File: src/hdl/tpc_defines.svh
// Register map, field positions, codes and reset values of the timer/PWM counter block
`ifndef TPC_DEFINES_SVH
`define TPC_DEFINES_SVH

`define TPC_OFF_CTRL 8'h00
`define TPC_OFF_CNTL 8'h04
`define TPC_OFF_CNTH 8'h08
`define TPC_OFF_MODL 8'h0c
`define TPC_OFF_MODH 8'h10
`define TPC_OFF_CHBASE 8'h20
`define TPC_CH_STRIDE 8'h10
`define TPC_CH_SC 8'h00
`define TPC_CH_VH 8'h04
`define TPC_CH_VL 8'h08

`define TPC_SC_FLAG 7
`define TPC_SC_IE 6
`define TPC_SC_CENTER_PWM_MODE 5
`define TPC_SC_CLKHI 4
`define TPC_SC_CLKLO 3
`define TPC_SC_PSHI 2
`define TPC_SC_PSLO 0
`define TPC_CH_FLAG 7
`define TPC_CH_IE 6
`define TPC_CH_MSB 5
`define TPC_CH_MSA 4
`define TPC_CH_ELSB 3
`define TPC_CH_ELSA 2

`define TPC_RST_VAL 16'h0000
`define TPC_CNT_MAX 16'hffff
`define TPC_CLK_NONE 2'h0
`define TPC_CLK_BUS 2'h1
`define TPC_CLK_FIXED 2'h2
`define TPC_CLK_EXT 2'h3
`define TPC_ELS_OFF 2'h0

`endif

File: src/hdl/tpc_pkg.sv
// Types shared by the timer/PWM counter block
package tpc_pkg;
  typedef enum logic [1:0] {BUS_IDLE, BUS_WRITE, BUS_READ_WAIT, BUS_READ_DONE} tpc_bus_type;
  typedef struct packed {
    logic out;
    logic oeN;
  } tpc_pin_type;
  typedef struct packed {
    logic flag;
    logic ie;
    logic msb;
    logic msa;
    logic elsb;
    logic elsa;
    logic [15:0] val;
    logic [15:0] buf16;
    logic wrHi;
    logic wrLo;
    logic pend;
    logic rdLat;
    logic rdFromHi;
    logic [15:0] rdBuf;
    logic pinOut;
    logic [2:0] sync;
  } tpc_chan_type;
endpackage

File: src/hdl/tpc_timer.sv
// Timer/PWM counter with channels, AHB-Lite register slave
`timescale 1ns/1ps
`include "tpc_defines.svh"
module tpc_timer #(
  parameter int NUM_CH = 2
) (
  // Clock and reset
  input wire logic core_clk,
  input wire logic rst_n,
  // AHB-Lite slave
  input wire logic hsel,
  input wire logic [31:0] haddr,
  input wire logic [1:0] htrans,
  input wire logic hwrite,
  input wire logic [2:0] hsize,
  input wire logic [31:0] hwdata,
  input wire logic hready,
  output logic hreadyout,
  output logic hresp,
  output logic [31:0] hrdata,
  // Clock sources and debug
  input wire logic debugHalt,
  input wire logic pllEngaged,
  input wire logic fixedClkIn,
  input wire logic extClkIn,
  // Channel pins and interrupt
  input wire logic [NUM_CH-1:0] chIn,
  output tpc_pkg::tpc_pin_type [NUM_CH-1:0] chPin,
  output logic overflowIrq
);
  import tpc_pkg::*;

  initial begin
    if (NUM_CH < 1 || NUM_CH > 8) begin
      $error("NUM_CH must be 1 to 8");
    end
  end

  typedef struct packed {
    tpc_bus_type phase;
    logic [7:0] addr;
    logic [7:0] rdata;
    logic ovf;
    logic ie;
    logic center_pwm_mode;
    logic [1:0] clk;
    logic [2:0] ps;
    logic [6:0] psCnt;
    logic [15:0] cnt;
    logic [15:0] modv;
    logic dirDown;
    logic [2:0] extS;
    logic [2:0] fixS;
    tpc_chan_type [NUM_CH-1:0] ch;
  } tpc_state_type;

  tpc_state_type s_q;
  tpc_state_type s_d;

  // Counter step, shared by the state update and the checks
  logic srcTick;
  logic tick;
  logic [15:0] term;
  logic [6:0] psLim;
  logic [15:0] cntNext;
  logic movingUp;
  logic wrapNow;
  logic pwmStep;

  // Synchronised edges: external clock always, fixed clock only with PLL
  assign term = (s_q.modv == `TPC_RST_VAL) ? `TPC_CNT_MAX : s_q.modv;
  assign psLim = 7'((8'h1 << s_q.ps) - 8'h1);
  always_comb begin
    case (s_q.clk)
      `TPC_CLK_BUS: srcTick = 1'b1;
      `TPC_CLK_FIXED: srcTick = pllEngaged ? (s_q.fixS[1] & ~s_q.fixS[2]) : 1'b1;
      `TPC_CLK_EXT: srcTick = s_q.extS[1] & ~s_q.extS[2];
      default: srcTick = 1'b0;
    endcase
  end
  // Counter holds still while halted
  assign tick = srcTick && !debugHalt && s_q.psCnt == psLim;

  always_comb begin
    cntNext = s_q.cnt;
    movingUp = 1'b1;
    wrapNow = 1'b0;
    if (!s_q.center_pwm_mode) begin
      if (s_q.cnt == term) begin
        cntNext = `TPC_RST_VAL;
        wrapNow = 1'b1;
      end else begin
        cntNext = s_q.cnt + 16'h1;
      end
    end else if (!s_q.dirDown) begin
      if (s_q.cnt >= term) begin
        cntNext = s_q.cnt - 16'h1;
        movingUp = 1'b0;
        wrapNow = 1'b1;
      end else begin
        cntNext = s_q.cnt + 16'h1;
      end
    end else begin
      movingUp = (s_q.cnt == `TPC_RST_VAL);
      cntNext = movingUp ? s_q.cnt + 16'h1 : s_q.cnt - 16'h1;
    end
  end
  assign pwmStep = tick && movingUp && s_q.cnt == term - 16'h1;

  always_comb begin
    logic acc;
    logic [7:0] wd;
    logic [7:0] rd;
    logic ic;
    logic oc;
    logic ep;
    logic off;
    logic rise;
    logic fall;
    logic match;
    logic zero;
    logic isHi;
    logic [7:0] base;
    acc = 1'b0;
    wd = hwdata[7:0];
    rd = 8'h00;
    ic = 1'b0;
    oc = 1'b0;
    ep = 1'b0;
    off = 1'b0;
    rise = 1'b0;
    fall = 1'b0;
    match = 1'b0;
    zero = 1'b0;
    isHi = 1'b0;
    base = 8'h00;
    s_d = s_q;
    s_d.extS = {s_q.extS[1:0], extClkIn};
    s_d.fixS = {s_q.fixS[1:0], fixedClkIn};

    // Bus: reads take one wait state so a preceding write is already visible
    acc = hready && hsel && htrans[1];
    if (s_q.phase == BUS_READ_WAIT) begin
      s_d.phase = BUS_READ_DONE;
    end else if (hready) begin
      s_d.phase = acc ? (hwrite ? BUS_WRITE : BUS_READ_WAIT) : BUS_IDLE;
      s_d.addr = haddr[7:0];
    end

    if (s_q.phase == BUS_WRITE) begin
      case (s_q.addr)
        `TPC_OFF_CTRL: begin
          if (!wd[`TPC_SC_FLAG]) begin
            s_d.ovf = 1'b0;
          end
          s_d.ie = wd[`TPC_SC_IE];
          s_d.center_pwm_mode = wd[`TPC_SC_CENTER_PWM_MODE];
          s_d.clk = wd[`TPC_SC_CLKHI:`TPC_SC_CLKLO];
          s_d.ps = wd[`TPC_SC_PSHI:`TPC_SC_PSLO];
        end
        `TPC_OFF_MODL: s_d.modv[7:0] = wd;
        `TPC_OFF_MODH: s_d.modv[15:8] = wd;
        default: ;
      endcase
    end
    if (s_q.phase == BUS_READ_WAIT) begin
      case (s_q.addr)
        `TPC_OFF_CTRL: rd = {s_q.ovf, s_q.ie, s_q.center_pwm_mode, s_q.clk, s_q.ps};
        `TPC_OFF_CNTL: rd = s_q.cnt[7:0];
        `TPC_OFF_CNTH: rd = s_q.cnt[15:8];
        `TPC_OFF_MODL: rd = s_q.modv[7:0];
        `TPC_OFF_MODH: rd = s_q.modv[15:8];
        default: rd = 8'h00;
      endcase
    end

    // Prescaler and counter; a stopped source leaves every value alone
    if (srcTick && !debugHalt) begin
      s_d.psCnt = tick ? 7'h00 : s_q.psCnt + 7'h1;
    end
    if (tick) begin
      s_d.cnt = cntNext;
      s_d.dirDown = s_q.center_pwm_mode && !movingUp;
      if (wrapNow) begin
        s_d.ovf = 1'b1;
      end
    end

    for (int i = 0; i < NUM_CH; i++) begin
      base = 8'(`TPC_OFF_CHBASE + i * `TPC_CH_STRIDE);
      ic = !s_q.center_pwm_mode && !s_q.ch[i].msb && !s_q.ch[i].msa;
      oc = !s_q.center_pwm_mode && !s_q.ch[i].msb && s_q.ch[i].msa;
      ep = !s_q.center_pwm_mode && s_q.ch[i].msb;
      off = {s_q.ch[i].elsb, s_q.ch[i].elsa} == `TPC_ELS_OFF;
      s_d.ch[i].sync = {s_q.ch[i].sync[1:0], chIn[i]};

      if (s_q.phase == BUS_WRITE && s_q.addr == base + `TPC_CH_SC) begin
        if (!wd[`TPC_CH_FLAG]) begin
          s_d.ch[i].flag = 1'b0;
        end
        s_d.ch[i].ie = wd[`TPC_CH_IE];
        s_d.ch[i].msb = wd[`TPC_CH_MSB];
        s_d.ch[i].msa = wd[`TPC_CH_MSA];
        s_d.ch[i].elsb = wd[`TPC_CH_ELSB];
        s_d.ch[i].elsa = wd[`TPC_CH_ELSA];
        s_d.ch[i].rdLat = 1'b0;
        s_d.ch[i].wrHi = 1'b0;
        s_d.ch[i].wrLo = 1'b0;
      end
      isHi = s_q.addr == base + `TPC_CH_VH;
      if (s_q.phase == BUS_WRITE && !ic && (isHi || s_q.addr == base + `TPC_CH_VL)) begin
        if (debugHalt) begin
          if (isHi) begin
            s_d.ch[i].val[15:8] = wd;
          end else begin
            s_d.ch[i].val[7:0] = wd;
          end
        end else begin
          if (isHi) begin
            s_d.ch[i].buf16[15:8] = wd;
            s_d.ch[i].wrHi = 1'b1;
          end else begin
            s_d.ch[i].buf16[7:0] = wd;
            s_d.ch[i].wrLo = 1'b1;
          end
          if ((isHi ? s_q.ch[i].wrLo : s_q.ch[i].wrHi)) begin
            s_d.ch[i].wrHi = 1'b0;
            s_d.ch[i].wrLo = 1'b0;
            if (s_q.clk == `TPC_CLK_NONE) begin
              s_d.ch[i].val = s_d.ch[i].buf16;
              s_d.ch[i].pend = 1'b0;
            end else begin
              s_d.ch[i].pend = 1'b1;
            end
          end
        end
      end

      if (s_q.phase == BUS_READ_WAIT) begin
        if (s_q.addr == base + `TPC_CH_SC) begin
          rd = {s_q.ch[i].flag, s_q.ch[i].ie, s_q.ch[i].msb, s_q.ch[i].msa,
                s_q.ch[i].elsb, s_q.ch[i].elsa, 2'h0};
        end else if (isHi || s_q.addr == base + `TPC_CH_VL) begin
          rd = isHi ? s_q.ch[i].val[15:8] : s_q.ch[i].val[7:0];
          if (ic && !debugHalt) begin
            if (s_q.ch[i].rdLat) begin
              rd = isHi ? s_q.ch[i].rdBuf[15:8] : s_q.ch[i].rdBuf[7:0];
              if (s_q.ch[i].rdFromHi != isHi) begin
                s_d.ch[i].rdLat = 1'b0;
              end
            end else begin
              s_d.ch[i].rdLat = 1'b1;
              s_d.ch[i].rdFromHi = isHi;
              s_d.ch[i].rdBuf = s_q.ch[i].val;
            end
          end
        end
      end

      // Pending buffered value reaches the channel register
      if (s_q.ch[i].pend && ((oc && tick) || ((ep || s_q.center_pwm_mode) && pwmStep))) begin
        s_d.ch[i].val = s_q.ch[i].buf16;
        s_d.ch[i].pend = 1'b0;
      end

      rise = s_q.ch[i].sync[1] & ~s_q.ch[i].sync[2];
      fall = ~s_q.ch[i].sync[1] & s_q.ch[i].sync[2];
      match = tick && cntNext == s_q.ch[i].val;
      zero = s_q.ch[i].val == `TPC_RST_VAL;
      if (ic && !off && ((s_q.ch[i].elsa && rise) || (s_q.ch[i].elsb && fall))) begin
        s_d.ch[i].val = s_q.cnt;
        s_d.ch[i].flag = 1'b1;
      end else if (oc && match) begin
        s_d.ch[i].flag = 1'b1;
        case ({s_q.ch[i].elsb, s_q.ch[i].elsa})
          2'h1: s_d.ch[i].pinOut = ~s_q.ch[i].pinOut;
          2'h2: s_d.ch[i].pinOut = 1'b0;
          2'h3: s_d.ch[i].pinOut = 1'b1;
          default: ;
        endcase
      end else if (ep) begin
        if (tick && wrapNow) begin
          s_d.ch[i].pinOut = ~s_q.ch[i].elsa;
        end
        if (match) begin
          s_d.ch[i].pinOut = s_q.ch[i].elsa;
          s_d.ch[i].flag = s_q.ch[i].flag | !zero;
        end
      end else if (s_q.center_pwm_mode) begin
        zero = zero || s_q.ch[i].val[15];
        if (zero) begin
          s_d.ch[i].pinOut = s_q.ch[i].elsa;
        end else if (match) begin
          s_d.ch[i].pinOut = movingUp ? s_q.ch[i].elsa : ~s_q.ch[i].elsa;
          s_d.ch[i].flag = 1'b1;
        end
      end
    end
    s_d.rdata = rd;
  end

  always_ff @(posedge core_clk) begin
    if (!rst_n) begin
      s_q <= '0;
    end else begin
      s_q <= s_d;
    end
  end

  always_comb begin
    for (int i = 0; i < NUM_CH; i++) begin
      chPin[i].out = s_q.ch[i].pinOut;
      // Capture pins and code 00 leave the pin undriven
      chPin[i].oeN = ({s_q.ch[i].elsb, s_q.ch[i].elsa} == `TPC_ELS_OFF)
        || (!s_q.center_pwm_mode && !s_q.ch[i].msb && !s_q.ch[i].msa);
    end
  end

  assign overflowIrq = s_q.ovf && s_q.ie;
  assign hreadyout = s_q.phase != BUS_READ_WAIT;
  assign hresp = 1'b0;
  assign hrdata = {24'h0, s_q.rdata};

  // Checks; the channel checks look at channel 0 only
  logic ic0;
  logic cap0;
  assign ic0 = !s_q.center_pwm_mode && !s_q.ch[0].msb && !s_q.ch[0].msa;
  assign cap0 = ic0 && (s_q.ch[0].sync[1] != s_q.ch[0].sync[2]);
endmodule

File: config.mk
export PLATFORM = sky130hd
export DESIGN_NAME = tpc_timer
export DESIGN_NICKNAME = d
export VERILOG_FILES = /design/src/hdl/tpc_pkg.sv /design/src/hdl/tpc_timer.sv
export VERILOG_INCLUDE_DIRS = /design/src /design/src/hdl
export SDC_FILE = /design/constraint.sdc
export NUM_CORES = 1
export LEC_CHECK = 0
export ABC_AREA = 1
export BUFFER_PORTS_ARGS = -buffer_cell sky130_fd_sc_hd__buf_2
export CORE_MARGIN = 1
export CORE_UTILIZATION = 43
export DETAILED_ROUTE_END_ITERATION = 8
export GPL_TIMING_DRIVEN = 1
export MAX_ROUTING_LAYER = met4
export PLACE_DENSITY = 0.57
export SLEW_MARGIN = 20
export SYNTH_ARGS = -nofsm -noshare
export SYNTH_HDL_FRONTEND = slang
export SYNTH_SLANG_ARGS = --single-unit
export TNS_END_PERCENT = 20
File: constraint.sdc
create_clock -name core_clk -period 10.3 [get_ports core_clk]
set_clock_uncertainty 0.15 [all_clocks]
set_input_delay 2.06 -clock core_clk [delete_from_list [all_inputs] [get_ports core_clk]]
set_output_delay 2.06 -clock core_clk [all_outputs]
set_load 0.02 [all_outputs]
Word level (Yosys, flattened, before mapping)

Index checks and enable logic that the tools add are counted.

Register bits after elaboration: 198
Latch bits: 0
Bits in writable memories: 0
ROM bits: 0
Bits of input ports: 80
Output and inout port bits: 39
Logic and storage cells: 351
Memories kept: 0

Add/sub/neg operators: 5
$mul: 0
Div/mod/pow operators: 0
Order comparisons: 1
Eq/ne operators: 37
Shift-type cells: 1
Mux-type cells: 126
Bitwise logic cells: 27
Reductions and logical operators: 105

Operators by type and width:

| cell                  | count |
|---|---|
| $mux 16               | 16 |
| $mux 8                | 25 |
| $mux 18               | 8 |
| $mux 35               | 2 |
| $eq 16x16->1          | 4 |
| $logic_not 16->1      | 4 |
| $mux 1                | 56 |
| $eq 8x6->1 const B    | 6 |
| $logic_and 1x1->1     | 43 |
| $pmux 8 s5            | 1 |
| $mux 19               | 2 |
| $mux 17               | 2 |
| $sub 16x1->16 const B | 2 |
| $reduce_bool 4->1     | 6 |
| $ne 4x1->1 const B    | 5 |
| $reduce_and 5->1      | 4 |
| $not 1->1             | 19 |
| $add 16x1->16 const B | 1 |
| $eq 8x4->1 const B    | 2 |
| $ge 16x16->1          | 1 |
| $reduce_and 4->1      | 4 |
| $eq 2x2->1 const B    | 7 |
| $logic_not 1->1       | 13 |
| $logic_or 1x1->1      | 12 |
| other kinds (25)      | 57 |

Longest topological paths before layout

Gate-level depths: netlist of the first run.

Depth in word-level cells: 14
Mapped depth: 32
Depth with buffers taken out: 32

Least setup slack after synthesis of the first run

Ideal clock, no wire load.

Path type: input port to flip-flop
Start point: input port debugHalt
End point: register s_q, in the netlist chPin[1]
Library setup time: 0.070 ns
Arrival time: 4.101 ns
Data required time: 10.080 ns
Slack: 5.978 ns
Cell stages on the path: 18
Buffers on the path: 2
Cell sequence: clkbuf_1 -> inv_1 -> nand2_1 -> inv_1 -> and3_1 -> clkbuf_1 -> o21ai_0 -> a21oi_1 -> nand3_1 -> a21oi_1 -> nand2_1 -> nor2_1 -> nand3_1 -> a21oi_1 -> nand2_1 -> nor2_1 -> nand2_1 -> a21oi_1

Cells in the longest elaborated chain, start to end: 7
Elaborated cells on any way between the ends: 14
Those cells by class: 2 x eq/ne; 3 x mux; 9 x reduce/logical

Ends and longest elaborated chain:

| element                                                     | line                               | source |
|---|---|---|
| start: declaration                                          | tpc_timer.sv:22                    | `input wire logic debugHalt,` |
| $logic_not 1->1 *                                           | tpc_timer.sv:82                    | `assign tick = srcTick && !debugHalt && s_q.psCnt == psLim;` |
| $logic_and 1x1->1 * (2 in a row)                            | tpc_timer.sv:82                    |  |
| $logic_and 1x1->1                                           | tpc_timer.sv:268                   | `match = tick && cntNext == s_q.ch[i].val;` |
| $logic_and 1x1->1 / $mux 1 (equally long branches)          | tpc_timer.sv:273, tpc_timer.sv:285 |  |
| $ne 4x1->1 (no line), or another cell as far along          | --                                 |  |
| $reduce_and 5->1 (no line) / $mux 1 (equally long branches) | --                                 |  |
| end signal: assignment                                      | tpc_timer.sv:304                   | `s_q <= '0;` |
| end signal: assignment                                      | tpc_timer.sv:306                   | `s_q <= s_d;` |
| end: declaration                                            | tpc_timer.sv:57                    | `tpc_state_type s_q;` |

Every way passes the cells marked *; elsewhere a longest branch is shown, timed or not.
A chain may end at the register's enable or synchronous reset.

Final worst setup path of the first run

Start point: input port debugHalt
End point: register s_q[54] in the netlist's numbering

Cells in the longest elaborated chain, start to end: 10
Elaborated cells on any way between the ends: 18
Those cells by class: 1 x eq/ne; 4 x mux; 13 x reduce/logical

Ends and longest elaborated chain:

| element                                                      | line             | source |
|---|---|---|
| $logic_not 1->1                                              | tpc_timer.sv:82  |  |
| $logic_and 1x1->1 (2 in a row)                               | tpc_timer.sv:82  |  |
| $logic_and 1x1->1 (2 in a row)                               | tpc_timer.sv:108 | `assign pwmStep = tick && movingUp && s_q.cnt == term - 16'h1;` |
| $logic_and 1x1->1                                            | tpc_timer.sv:261 | `if (s_q.ch[i].pend && ((oc && tick) \|\| ((ep \|\| s_q.center_pwm_mode) && pwmStep))) begin` |
| $logic_or 1x1->1                                             | tpc_timer.sv:261 |  |
| $logic_and 1x1->1                                            | tpc_timer.sv:261 |  |
| $ne 4x1->1 (no line), or another cell as far along           | --               |  |
| $reduce_and 4->1 (no line) / $mux 16 (equally long branches) | --               |  |

Parallel ways exist; a longest one is shown, timed or not. The select of a mux whose other input is x is not followed.

==> qor.csv, run 1 <==
metric,value,unit
fmax,0.174,GHz
CTS tree,built,
CP Capture Point,s_q[54]$_SDFFE_PN0P_,
clock latency on the worst-skew pair,450,ps
Die Y,173,um
Setup TNS,0,ps
cts bufs inserted,17,
Pwr Density,124,nW/um2
Worst Min Path Start,s_d[130]$_SDFF_PN0_,
input/output buffers,41,
# hold bufs at CTS,0,
leakage,5.39,nW
worst setup margin,4560,ps
vias post-DR,13034,
RR Startpoint,s_q[144]$_SDFFE_PN0P_,
global-route wire length before repair,71900,um
fin crit share,55.8,%
Ys Warns,0,
Area contributors post-synth,"dfxtp_1, nand2_1, a21oi_1, o21ai_0, nor2_1",
leading area contributor after synthesis,dfxtp_1,
Root Buffer,clkbuf_16,
status,completed,
CP dominant cell by count,inv_1,
register share of total power,46.8,%
DP HPWL,34600,um
row count,62,
Post-synth EDFFs,0,
syn_area_per_cell,6.54,um2
Post-Layout Cell Count,2289,
Top delay family on crit path,buffers and inverters,
"commonest non-fill, non-tap cell in the layout",nand2_1,
crit start category,input pin,
VDD IR max,0.0815,mV
Initial Util,43.8,%
"leading cell types in the layout, fill and taps excluded","nand2_1, dfxtp_1, nor2_1",
vias in the first global route,11671,
number of antenna-violating nets in the routed design,0,
R2R Path End,chPin[3]$_SDFFE_PN0P_,
Max stage delay on crit path,650,ps
cells along the critical path,buf_2 -> inv_1 -> nand2_1 -> inv_1 -> and3_1 -> inv_1 -> o21ai_2 -> nand2_2 -> inv_2 -> nand2_1 -> nand3_1 -> o21ai_1 -> a21oi_1,
Worst Tran Pin Value,1080,ps
# H-tree levels,4,
Reg2Reg Setup Slack,5040,ps
Synth async-reset ratio,0,%
crit path kind,in2reg,
Pre-Repair DR Iteration Count,6,
"Setup Fix Bufs, Post-CTS",0,
cell count after placement,2257,
CP startpoint,debugHalt,
max_cap viols,0,
CTS Sinks,198,
"Remaining Overflow, GRT",0,
crit-path max FO,22,
fraction of layout cells with a size suffix above 1,8.71,%
residual DRC count,0,
clock-pin slew on the worst setup and hold paths,80,ps
RSZ-0062 raised after global routing,no,
Die Area,29900,um2
worst endpoint required time,10520,ps
Clock Power Share,44.6,%
r2r worst-path depth,25,
drt total wl,47700,um
drt wl/cell,20.8,um
number of nets at the end of the flow,1992,
Total GRT Usage,32.7,%
"Seq/Total Area, Yosys",31.6,%
Die Width,173,um
initial antenna violation count,1,
Worst Setup End Kind,flip-flop,
Area growth syn-to-layout,6.84,%
worst-case clock buffer depth,2,
Post-CTS Resized,0,
RD Place Congestion,0.967,
switch share,27.6,%
distinct cell type count after synthesis,62,
Final setup viols,0,
Netlist Area Pre-Place,12600,um2
Syn Inst Count,1921,
CP Depth,13,
Core Region,28700,um2
"Top FF cell, synth",dfxtp_1,
number of I/O pins,119,
"worst slack, placed",4210,ps
largest net degree at the start of global routing,72,
critical path arrival,5960,ps
Critical-path top delay cell,inv_1,
post-synth top area share,31.6,%
n_diodes,0,
Comb pwr share,8.6,%
Fin. Hold Viols,0,
Worst Path Buf+Inv,5,
Vias per Instance,5.69,
#FFs+latches synth,198,
Internal,1.21,mW
Period minus WS final,5740,ps
Pins Over Slew Limit,0,
Max transition margin,28.2,%
DRT iter0 DRCs,1579,
Sw Pwr,460,uW
Hold Crit Class,reg2reg,
## logic make-up after synthesis
| logic type | after synthesis | share of synthesized area, % |
|---|---|---|
| AO/OA/AOI/OAI | 494 | 22.8 |
| XOR/XNOR | 48 | 3.35 |
| adder cells (fa/ha/maj) | 20 | 1.99 |
| buffers and inverters | 314 | 10.9 |
| flip-flops | 198 | 31.6 |
| other | 1 | 0.0299 |
| AND/OR/NAND/NOR | 846 | 29.4 |
## how the worst min path moves through the flow
stage | end | slack [ps] | cells past startpoint
global placement | s_d[128]$_SDFF_PN0_ | 240 | 2
CTS | s_d[131]$_SDFF_PN0_ | 270 | 2
floorplan | s_d[128]$_SDFF_PN0_ | 240 | 2
detailed placement | s_d[128]$_SDFF_PN0_ | 250 | 2
global route | s_d[131]$_SDFF_PN0_ | 280 | 2
finish | s_d[131]$_SDFF_PN0_ | 270 | 2
## registers in the layout (all words and copies together) (netlist names)
register  flops
hrdata        8
s_q         180
s_d           8
chPin         2
## layout make-up
cell class	count	area (um2)
fillers	3112	15300
inverters	187	704
flip-flops and latches	198	3960
repair buffers	55	310
multi-input cells	1433	7340
well taps	384	480
clock inverters	14	185
clock buffers	18	439
## synthesized netlist by cell type (7+ instances only)
master	number
nor4_1	11
clkinv_1	7
nor2_1	188
o211ai_1	31
xor2_1	44
a21oi_1	177
buf_4	39
or2_2	10
nand2_1	426
inv_1	166
nor2_2	9
dfxtp_1	198
ha_1	20
a31oi_1	12
o221ai_2	8
o21ai_1	18
nand4_1	24
o21ai_0	172
o22ai_1	19
clkbuf_1	72
a211oi_1	20
nand3_1	115
nand2_2	7
inv_2	13
nor3_1	25
## tightest hold or removal path, stage by stage, from the launching register on
cell and delay, ps:
dfxtp_1 310, nand2_1 40, inv_1 40
## per-layer routing
metal  part of all wire (%)  wire length [um]  global-route usage (%)
met5                      0                 0                       -
met4                    3.2              1520                    11.3
met2                     42             20000                    46.9
met1                     45             21500                    44.4
met3                    9.7              4640                    7.81
## through the flow
stage / power [mW] / cell area, um2 / utilization [%] / hold WS (ps)
after floorplan: 0.903 / 12700 / - / 240
after global placement: 0.938 / 12800 / 44.6 / 244
after detailed placement: 0.939 / 12800 / 44.6 / 249
after CTS: 1.67 / 13400 / 46.8 / 275
after global routing: 1.72 / 13400 / 46.8 / 283
final: 1.67 / 13400 / 46.8 / 269
## power by group through the flow
stage | registers [mW] | logic, mW | clock network, mW
finish | 0.780 | 0.144 | 0.743
floorplan | 0.795 | 0.108 | 0
global route | 0.781 | 0.158 | 0.781
CTS | 0.779 | 0.142 | 0.749
detailed placement | 0.797 | 0.142 | 0
global placement | 0.797 | 0.140 | 0
Note: power is estimated with default switching activity, not from simulation.
==> inputs of run 2 (changes only) <==
Clock period 10.3 ns to 5.6 ns, I/O delays scaled along.
==> qor.csv, run 2 (same netlist as run 1, synthesis figures left out) <==
metric,value,unit,change
status,completed,,unchanged
Clock Power Share,41.8,%,was 44.6%
crit path kind,reg2reg,,was in2reg
Core Region,28700,um2,unchanged
crit start category,flip-flop,,was input pin
cts bufs inserted,17,,unchanged
Pins Over Slew Limit,0,,unchanged
fin crit share,91.0,%,
Internal,2.10,mW,was 1.21 mW
critical path arrival,5270,ps,was 5960 ps
largest net degree at the start of global routing,58,,was 72
clock latency on the worst-skew pair,460,ps,was 450 ps
Worst Hold Margin,265,ps,was 269 ps
number of nets at the end of the flow,2007,,was 1992
Pre-Repair DR Iteration Count,6,,unchanged
RD Place Congestion,1.03,,was 0.967
max reg flops,180,,unchanged
Final setup viols,0,,unchanged
"Setup Fix Bufs, Post-CTS",0,,unchanged
VDD IR max,0.205,mV,was 0.0815 mV
Root Buffer,clkbuf_16,,unchanged
Vias per Instance,5.71,,was 5.69
Pwr Density,217,nW/um2,was 124 nW/um2
Max stage delay on crit path,450,ps,was 650 ps
Critical-path top delay cell,or2_1,,was inv_1
register share of total power,49.0,%,was 46.8%
"commonest non-fill, non-tap cell in the layout",nand2_1,,unchanged
"leading cell types in the layout, fill and taps excluded","nand2_1, dfxtp_1, nor2_1",,unchanged
Top delay family on crit path,simple AND/OR/NAND/NOR gates,,was buffers and inverters
global-route wire length before repair,71300,um,was 71900 um
total power,2.92,mW,was 1.67 mW
Worst Setup End Kind,flip-flop,,unchanged
# H-tree levels,4,,unchanged
row count,62,,unchanged
Post-CTS Resized,0,,unchanged
largest register by flop count,s_q,,unchanged
fmax,0.196,GHz,
vias post-DR,13160,,was 13034
DP HPWL,34700,um,was 34600 um
CTS Sinks,198,,unchanged
Die Width,173,um,unchanged
Comb pwr share,9.2,%,was 8.6%
Max transition margin,24.0,%,was 28.2%
Die Y,173,um,unchanged
n_diodes,0,,unchanged
# hold bufs at CTS,0,,unchanged
Period minus WS final,5100,ps,
Setup TNS,0,ps,unchanged
"Remaining Overflow, GRT",0,,unchanged
Die Area,29900,um2,unchanged
vias in the first global route,11602,,was 11671
Worst Tran Pin Value,1130,ps,was 1080 ps
number of antenna-violating nets in the routed design,0,,unchanged
Worst Path Buf+Inv,3,,was 5
cell count after placement,2272,,was 2257
Sw Pwr,826,uW,was 460 uW
RSZ-0062 raised after global routing,no,,unchanged
crit-path max FO,17,,was 22
drt wl/cell,20.5,um,was 20.8 um
residual DRC count,0,,unchanged
switch share,28.2,%,was 27.6%
input/output buffers,41,,unchanged
leakage,5.43,nW,was 5.39 nW
Area growth syn-to-layout,7.25,%,was 6.84%
DRT iter0 DRCs,1471,,was 1579
CTS tree,built,,unchanged
Hold Crit Class,reg2reg,,unchanged
number of I/O pins,119,,unchanged
clock-pin slew on the worst setup and hold paths,80,ps,about the same
Post-Layout Cell Count,2304,,was 2289
fraction of layout cells with a size suffix above 1,9.38,%,was 8.71%
Fill cells,3079,,was 3112
worst-case clock buffer depth,2,,unchanged
drt total wl,47100,um,was 47700 um
Initial Util,43.8,%,unchanged
worst endpoint required time,5770,ps,was 10520 ps
Fin. Hold Viols,0,,unchanged
initial antenna violation count,0,,was 1
Total GRT Usage,32.4,%,was 32.7%
max_cap viols,0,,unchanged
==> run 2: changes by cell type in the layout (fill, tap and decap cells not counted), sizes merged <==
cell      before  now
buf           55   70
inv          188  186
clkinv        10   12
clkinvlp       0    2
bufinv         3    0
clkbuf        18   19
==> run 2: worst reg2reg max path, stage by stage, from the launching register on <==
cell and delay, ps:
dfxtp_1 400, nor2_2 190, nand2_1 90, nor2_2 150, nand2_4 100, inv_4 170, nor2_1 100, ha_1 320
nand4_1 140, nor3_1 330, nand4_1 130, or2_1 450, nand2_1 170, inv_2 60, nand3_4 200, nand2_4 150
inv_2 160, nand3_1 110, nand2_1 240, xor2_1 220, nand3b_1 100, nor2_1 280, nand4_1 220, nor2_1 140
nor2_1 60, nand2_1 60, a21oi_1 60
==> run 2: per-stage QoR <==
| stage | area [um2] | setup WS [ps] | utilization (%) |
|---|---|---|---|
| 2_1_floorplan | 12700 | 1810 | - |
| 3_3_place_gp | 12900 | 633 | 45.0 |
| 3_5_place_dp | 12900 | 635 | 45.0 |
| 4_1_cts | 13500 | 614 | 46.9 |
| 5_1_grt | 13500 | 93.7 | 46.9 |
| 6_report | 13500 | 504 | 46.9 |
==> run 2: per-layer routing <==
metal,GRT usage [%],share of wire (%),vias up
li1,-,-,6350
met1,44.5,45,6119
met3,6.20,9.3,71
met5,-,0,-
met2,47.3,43,620
met4,11.1,2.9,0
==> run 2: final timing paths <==
check | cells after the start | start | endpoint | slack [ps]
max | 26 | s_q[145]$_SDFFE_PN0P_ | chPin[1]$_SDFFE_PN0P_ | 500
min | 2 | s_d[1]$_SDFF_PN0_ | s_d[2]$_SDFF_PN0_ | 270
max reg2reg | 26 | s_q[145]$_SDFFE_PN0P_ | chPin[1]$_SDFFE_PN0P_ | 500
min reg2reg | 2 | s_d[1]$_SDFF_PN0_ | s_d[2]$_SDFF_PN0_ | 270
==> run 2: cell type report <==
cell class,count,area [um2],area share [%]
sequential,198,3960,29.4
clock buffer,19,453,3.36
inverter,187,704,5.23
multi-input combinational,1433,7330,54.4
clock inverter,13,113,0.836
tap,384,480,3.57
timing repair buffer,70,423,3.14
==> run 2: power by group through the flow <==
stage                     clock (mW)  combinational, mW  sequential, mW
after floorplan                    0              0.199            1.46
after global routing            1.30              0.295            1.43
after detailed placement           0              0.263            1.47
final                           1.22              0.269            1.43
after CTS                       1.24              0.264            1.43
after global placement             0              0.260            1.47
==> inputs of run 3 (changes only) <==
Settings changed: ABC_AREA 1 to default.
==> qor.csv, run 3 <==
metric,value,unit,change
"leading cell types in the layout, fill and taps excluded","nand2_1, dfxtp_1, nor2_1",,unchanged
input/output buffers,41,,unchanged
worst-case clock buffer depth,2,,unchanged
Die Area,31500,um2,was 29900 um2
distinct cell type count after synthesis,81,,was 62
clock latency on the worst-skew pair,460,ps,about the same
leakage,5.60,nW,was 5.43 nW
crit start category,flip-flop,,unchanged
syn_area_per_cell,7.32,um2,was 6.54 um2
VDD IR max,0.220,mV,was 0.205 mV
met3 routed WL,4530,um,was 4380 um
Pre-Repair DR Iteration Count,6,,unchanged
Area growth syn-to-layout,12.5,%,was 7.25%
max layer used,met4,,unchanged
Vias per Instance,6.17,,was 5.71
vias in the first global route,12793,,was 11602
worst endpoint required time,5840,ps,was 5770 ps
Total GRT Usage,35.0,%,was 32.4%
total power,2.89,mW,was 2.92 mW
CTS tree,built,,unchanged
max reg flops,180,,unchanged
Netlist Area Pre-Place,13200,um2,was 12600 um2
"Top FF cell, synth",dfxtp_1,,unchanged
Period minus WS final,5440,ps,was 5100 ps
DP HPWL,38300,um,was 34700 um
crit-path max FO,8,,was 17
number of I/O pins,119,,unchanged
largest register by flop count,s_q,,unchanged
number of antenna-violating nets in the routed design,0,,unchanged
Worst Tran Pin Value,1000,ps,was 1130 ps
metal2 WL,23600,um,was 20200 um
global-route wire length before repair,79400,um,was 71300 um
RD Place Congestion,0.987,,was 1.03
number of nets at the end of the flow,1954,,was 2007
Layout Utilization,49.7,%,was 46.9%
cts bufs inserted,17,,unchanged
drt total wl,53000,um,was 47100 um
critical path arrival,5670,ps,was 5270 ps
vias post-DR,13926,,was 13160
Synth Area in Compound Gates,23.9,%,was 22.8%
Max transition margin,33.1,%,was 24.0%
Syn Inst Count,1810,,was 1921
crit path kind,reg2reg,,unchanged
CTS Sinks,198,,unchanged
simple-gate portion of the synthesized area,27.1,%,was 29.4%
Synth async-reset ratio,0,%,unchanged
DRT iter0 DRCs,1877,,was 1471
"commonest non-fill, non-tap cell in the layout",nand2_1,,unchanged
# H-tree levels,4,,unchanged
Root Buffer,clkbuf_16,,unchanged
Synth Area in XOR/XNOR,3.97,%,was 3.35%
Post-synth EDFFs,0,,unchanged
mux share of post-synthesis cell area,5.74,%,was 0%
"Remaining Overflow, GRT",0,,unchanged
status,completed,,unchanged
initial antenna violation count,0,,unchanged
FF+latch area,3960,um2,unchanged
"Seq/Total Area, Yosys",29.9,%,was 31.6%
largest net degree at the start of global routing,100,,was 58
Pwr Density,194,nW/um2,was 217 nW/um2
most instantiated cells after synthesis,"nand2_1, dfxtp_1, nor2_1, a21oi_1, clkbuf_1",,"was nand2_1, dfxtp_1, nor2_1, a21oi_1, o21ai_0"
main combinational cell family by area after synthesis,simple AND/OR/NAND/NOR gates,,unchanged
fin crit share,97.1,%,was 91.0%
Die Width,177,um,was 173 um
Fin. Hold Viols,0,,unchanged
row count,63,,was 62
max_cap viols,0,,unchanged
residual DRC count,0,,unchanged
fraction of layout cells with a size suffix above 1,14.4,%,was 9.38%
Final setup viols,0,,unchanged
Die Y,177,um,was 173 um
Ys Warns,0,,unchanged
# hold bufs at CTS,0,,unchanged
Hold Crit Class,reg2reg,,unchanged
Fill cells,3039,,was 3079
most common cell in the netlist,nand2_1,,unchanged
n_diodes,0,,unchanged
#FFs+latches synth,198,,unchanged
post-synth top area share,29.9,%,was 31.6%
Reg2Reg Setup Slack,160,ps,was 500 ps
M1 WL,22700,um,was 21200 um
clock-pin slew on the worst setup and hold paths,80,ps,about the same
Worst Setup End Kind,flip-flop,,unchanged
Initial Util,44.2,%,was 43.8%
leading area contributor after synthesis,dfxtp_1,,unchanged
Core Region,30000,um2,was 28700 um2
Pins Over Slew Limit,0,,unchanged
drt wl/cell,23.5,um,was 20.5 um
fmax,0.184,GHz,was 0.196 GHz
Area contributors post-synth,"dfxtp_1, nand2_1, a21oi_1, nor2_1, mux2i_1",,"was dfxtp_1, nand2_1, a21oi_1, o21ai_0, nor2_1"
post-synthesis adder-cell area fraction,1.89,%,was 1.99%
area of the multi-input gates,8490,um2,was 7330 um2
-- run 3: cell count changes after synthesis, moves of 17 or more --
| cell | change |
|---|---|
| o211ai_1 | -19 |
| nand2_1 | -179 |
| xor2_1 | -25 |
| inv_1 | -117 |
| and3_1 | +19 |
| a22oi_1 | +17 |
| a21o_1 | +20 |
| clkbuf_1 | +46 |
| mux2i_1 | +50 |
| xnor2_1 | +37 |
| and2_1 | +40 |
| nand3_1 | -38 |
| o21ai_0 | -75 |
-- run 3: report_power, final --
part	switching, mW	total [mW]	internal (mW)
clock network	0.586	1.21	0.627
registers	0.0115	1.43	1.42
logic	0.177	0.251	0.0740
total	0.774	2.89	2.12
-- run 3: path summary, 6_finish.rpt --
check,startpoint,endpoint,cells after the start
max,s_q[147]$_SDFFE_PN0P_,s_q[62]$_SDFF_PN0_,20
min,s_d[1]$_SDFF_PN0_,s_d[2]$_SDFF_PN0_,1
max reg2reg,s_q[147]$_SDFFE_PN0P_,s_q[62]$_SDFF_PN0_,20
min reg2reg,s_d[1]$_SDFF_PN0_,s_d[2]$_SDFF_PN0_,1
-- run 3: logic make-up (layout without fill, tap and decap cells) --
| group | count (synthesis) | in the layout |
|---|---|---|
| AOI/OAI and AO/OA | 498 | 498 |
| xor gates and xnor gates | 60 | 60 |
| adders and majority gates | 20 | 20 |
| buffers and inverters | 219 | 251 |
| DFF | 198 | 198 |
| muxes | 63 | 63 |
| other | 1 | 25 |
| and+or+nand+nor | 751 | 751 |
-- run 3: timing repair --
item | in CTS | in global routing
setup buffers | 2 | 4
gates resized for setup | 1 | 15
setup endpoints to repair | 3 | 18
hold endpoints to repair | 0 | 0
pin swaps | 1 | 9
-- run 3: cell type report --
type	count	share of cell area, %
sequential	198	26.6
clock buffer	21	3.02
multi-input combinational	1417	57.0
inverter	50	1.28
timing repair buffer	170	8.15
clock inverter	10	0.663
tap	390	3.28
-- run 3: per-stage QoR --
step | instances | instance area [um2] | setup TNS (ps) | hold WS, ps | setup slack (ps)
6_report | 2256 | 14900 | 0 | 274 | 164
5_1_grt | 2256 | 14900 | -34.4 | 295 | -22.2
4_1_cts | 2252 | 14800 | 0 | 281 | 3.94
3_5_place_dp | 2219 | 14200 | -158 | 270 | -81.1
3_3_place_gp | 2219 | 14200 | -118 | 263 | -72.1
2_1_floorplan | 1834 | 13300 | 0 | 262 | 29.8
-- run 3: critical path, cell delays in order (launching register included) --
cell	delay, ps
dfxtp_1	330
nor4_2	290
buf_4	170
nand3_4	80
nor2_4	210
buf_12	150
nor2_1	50
ha_1	290
nand4_1	150
or4_4	540
a2111oi_4	270
buf_4	180
a211oi_2	40
and3_4	200
or3_4	360
nand3_1	90
or4b_4	460
or4_4	570
or2_4	280
or3_1	340
a31oi_1	170
-- run 3: per-layer routing --
metal	global-route usage, %	vias to the layer above
met2	53.3	666
met1	45.8	6643
met3	6.19	117
met5	-	-
met4	13.9	0
li1	-	6500
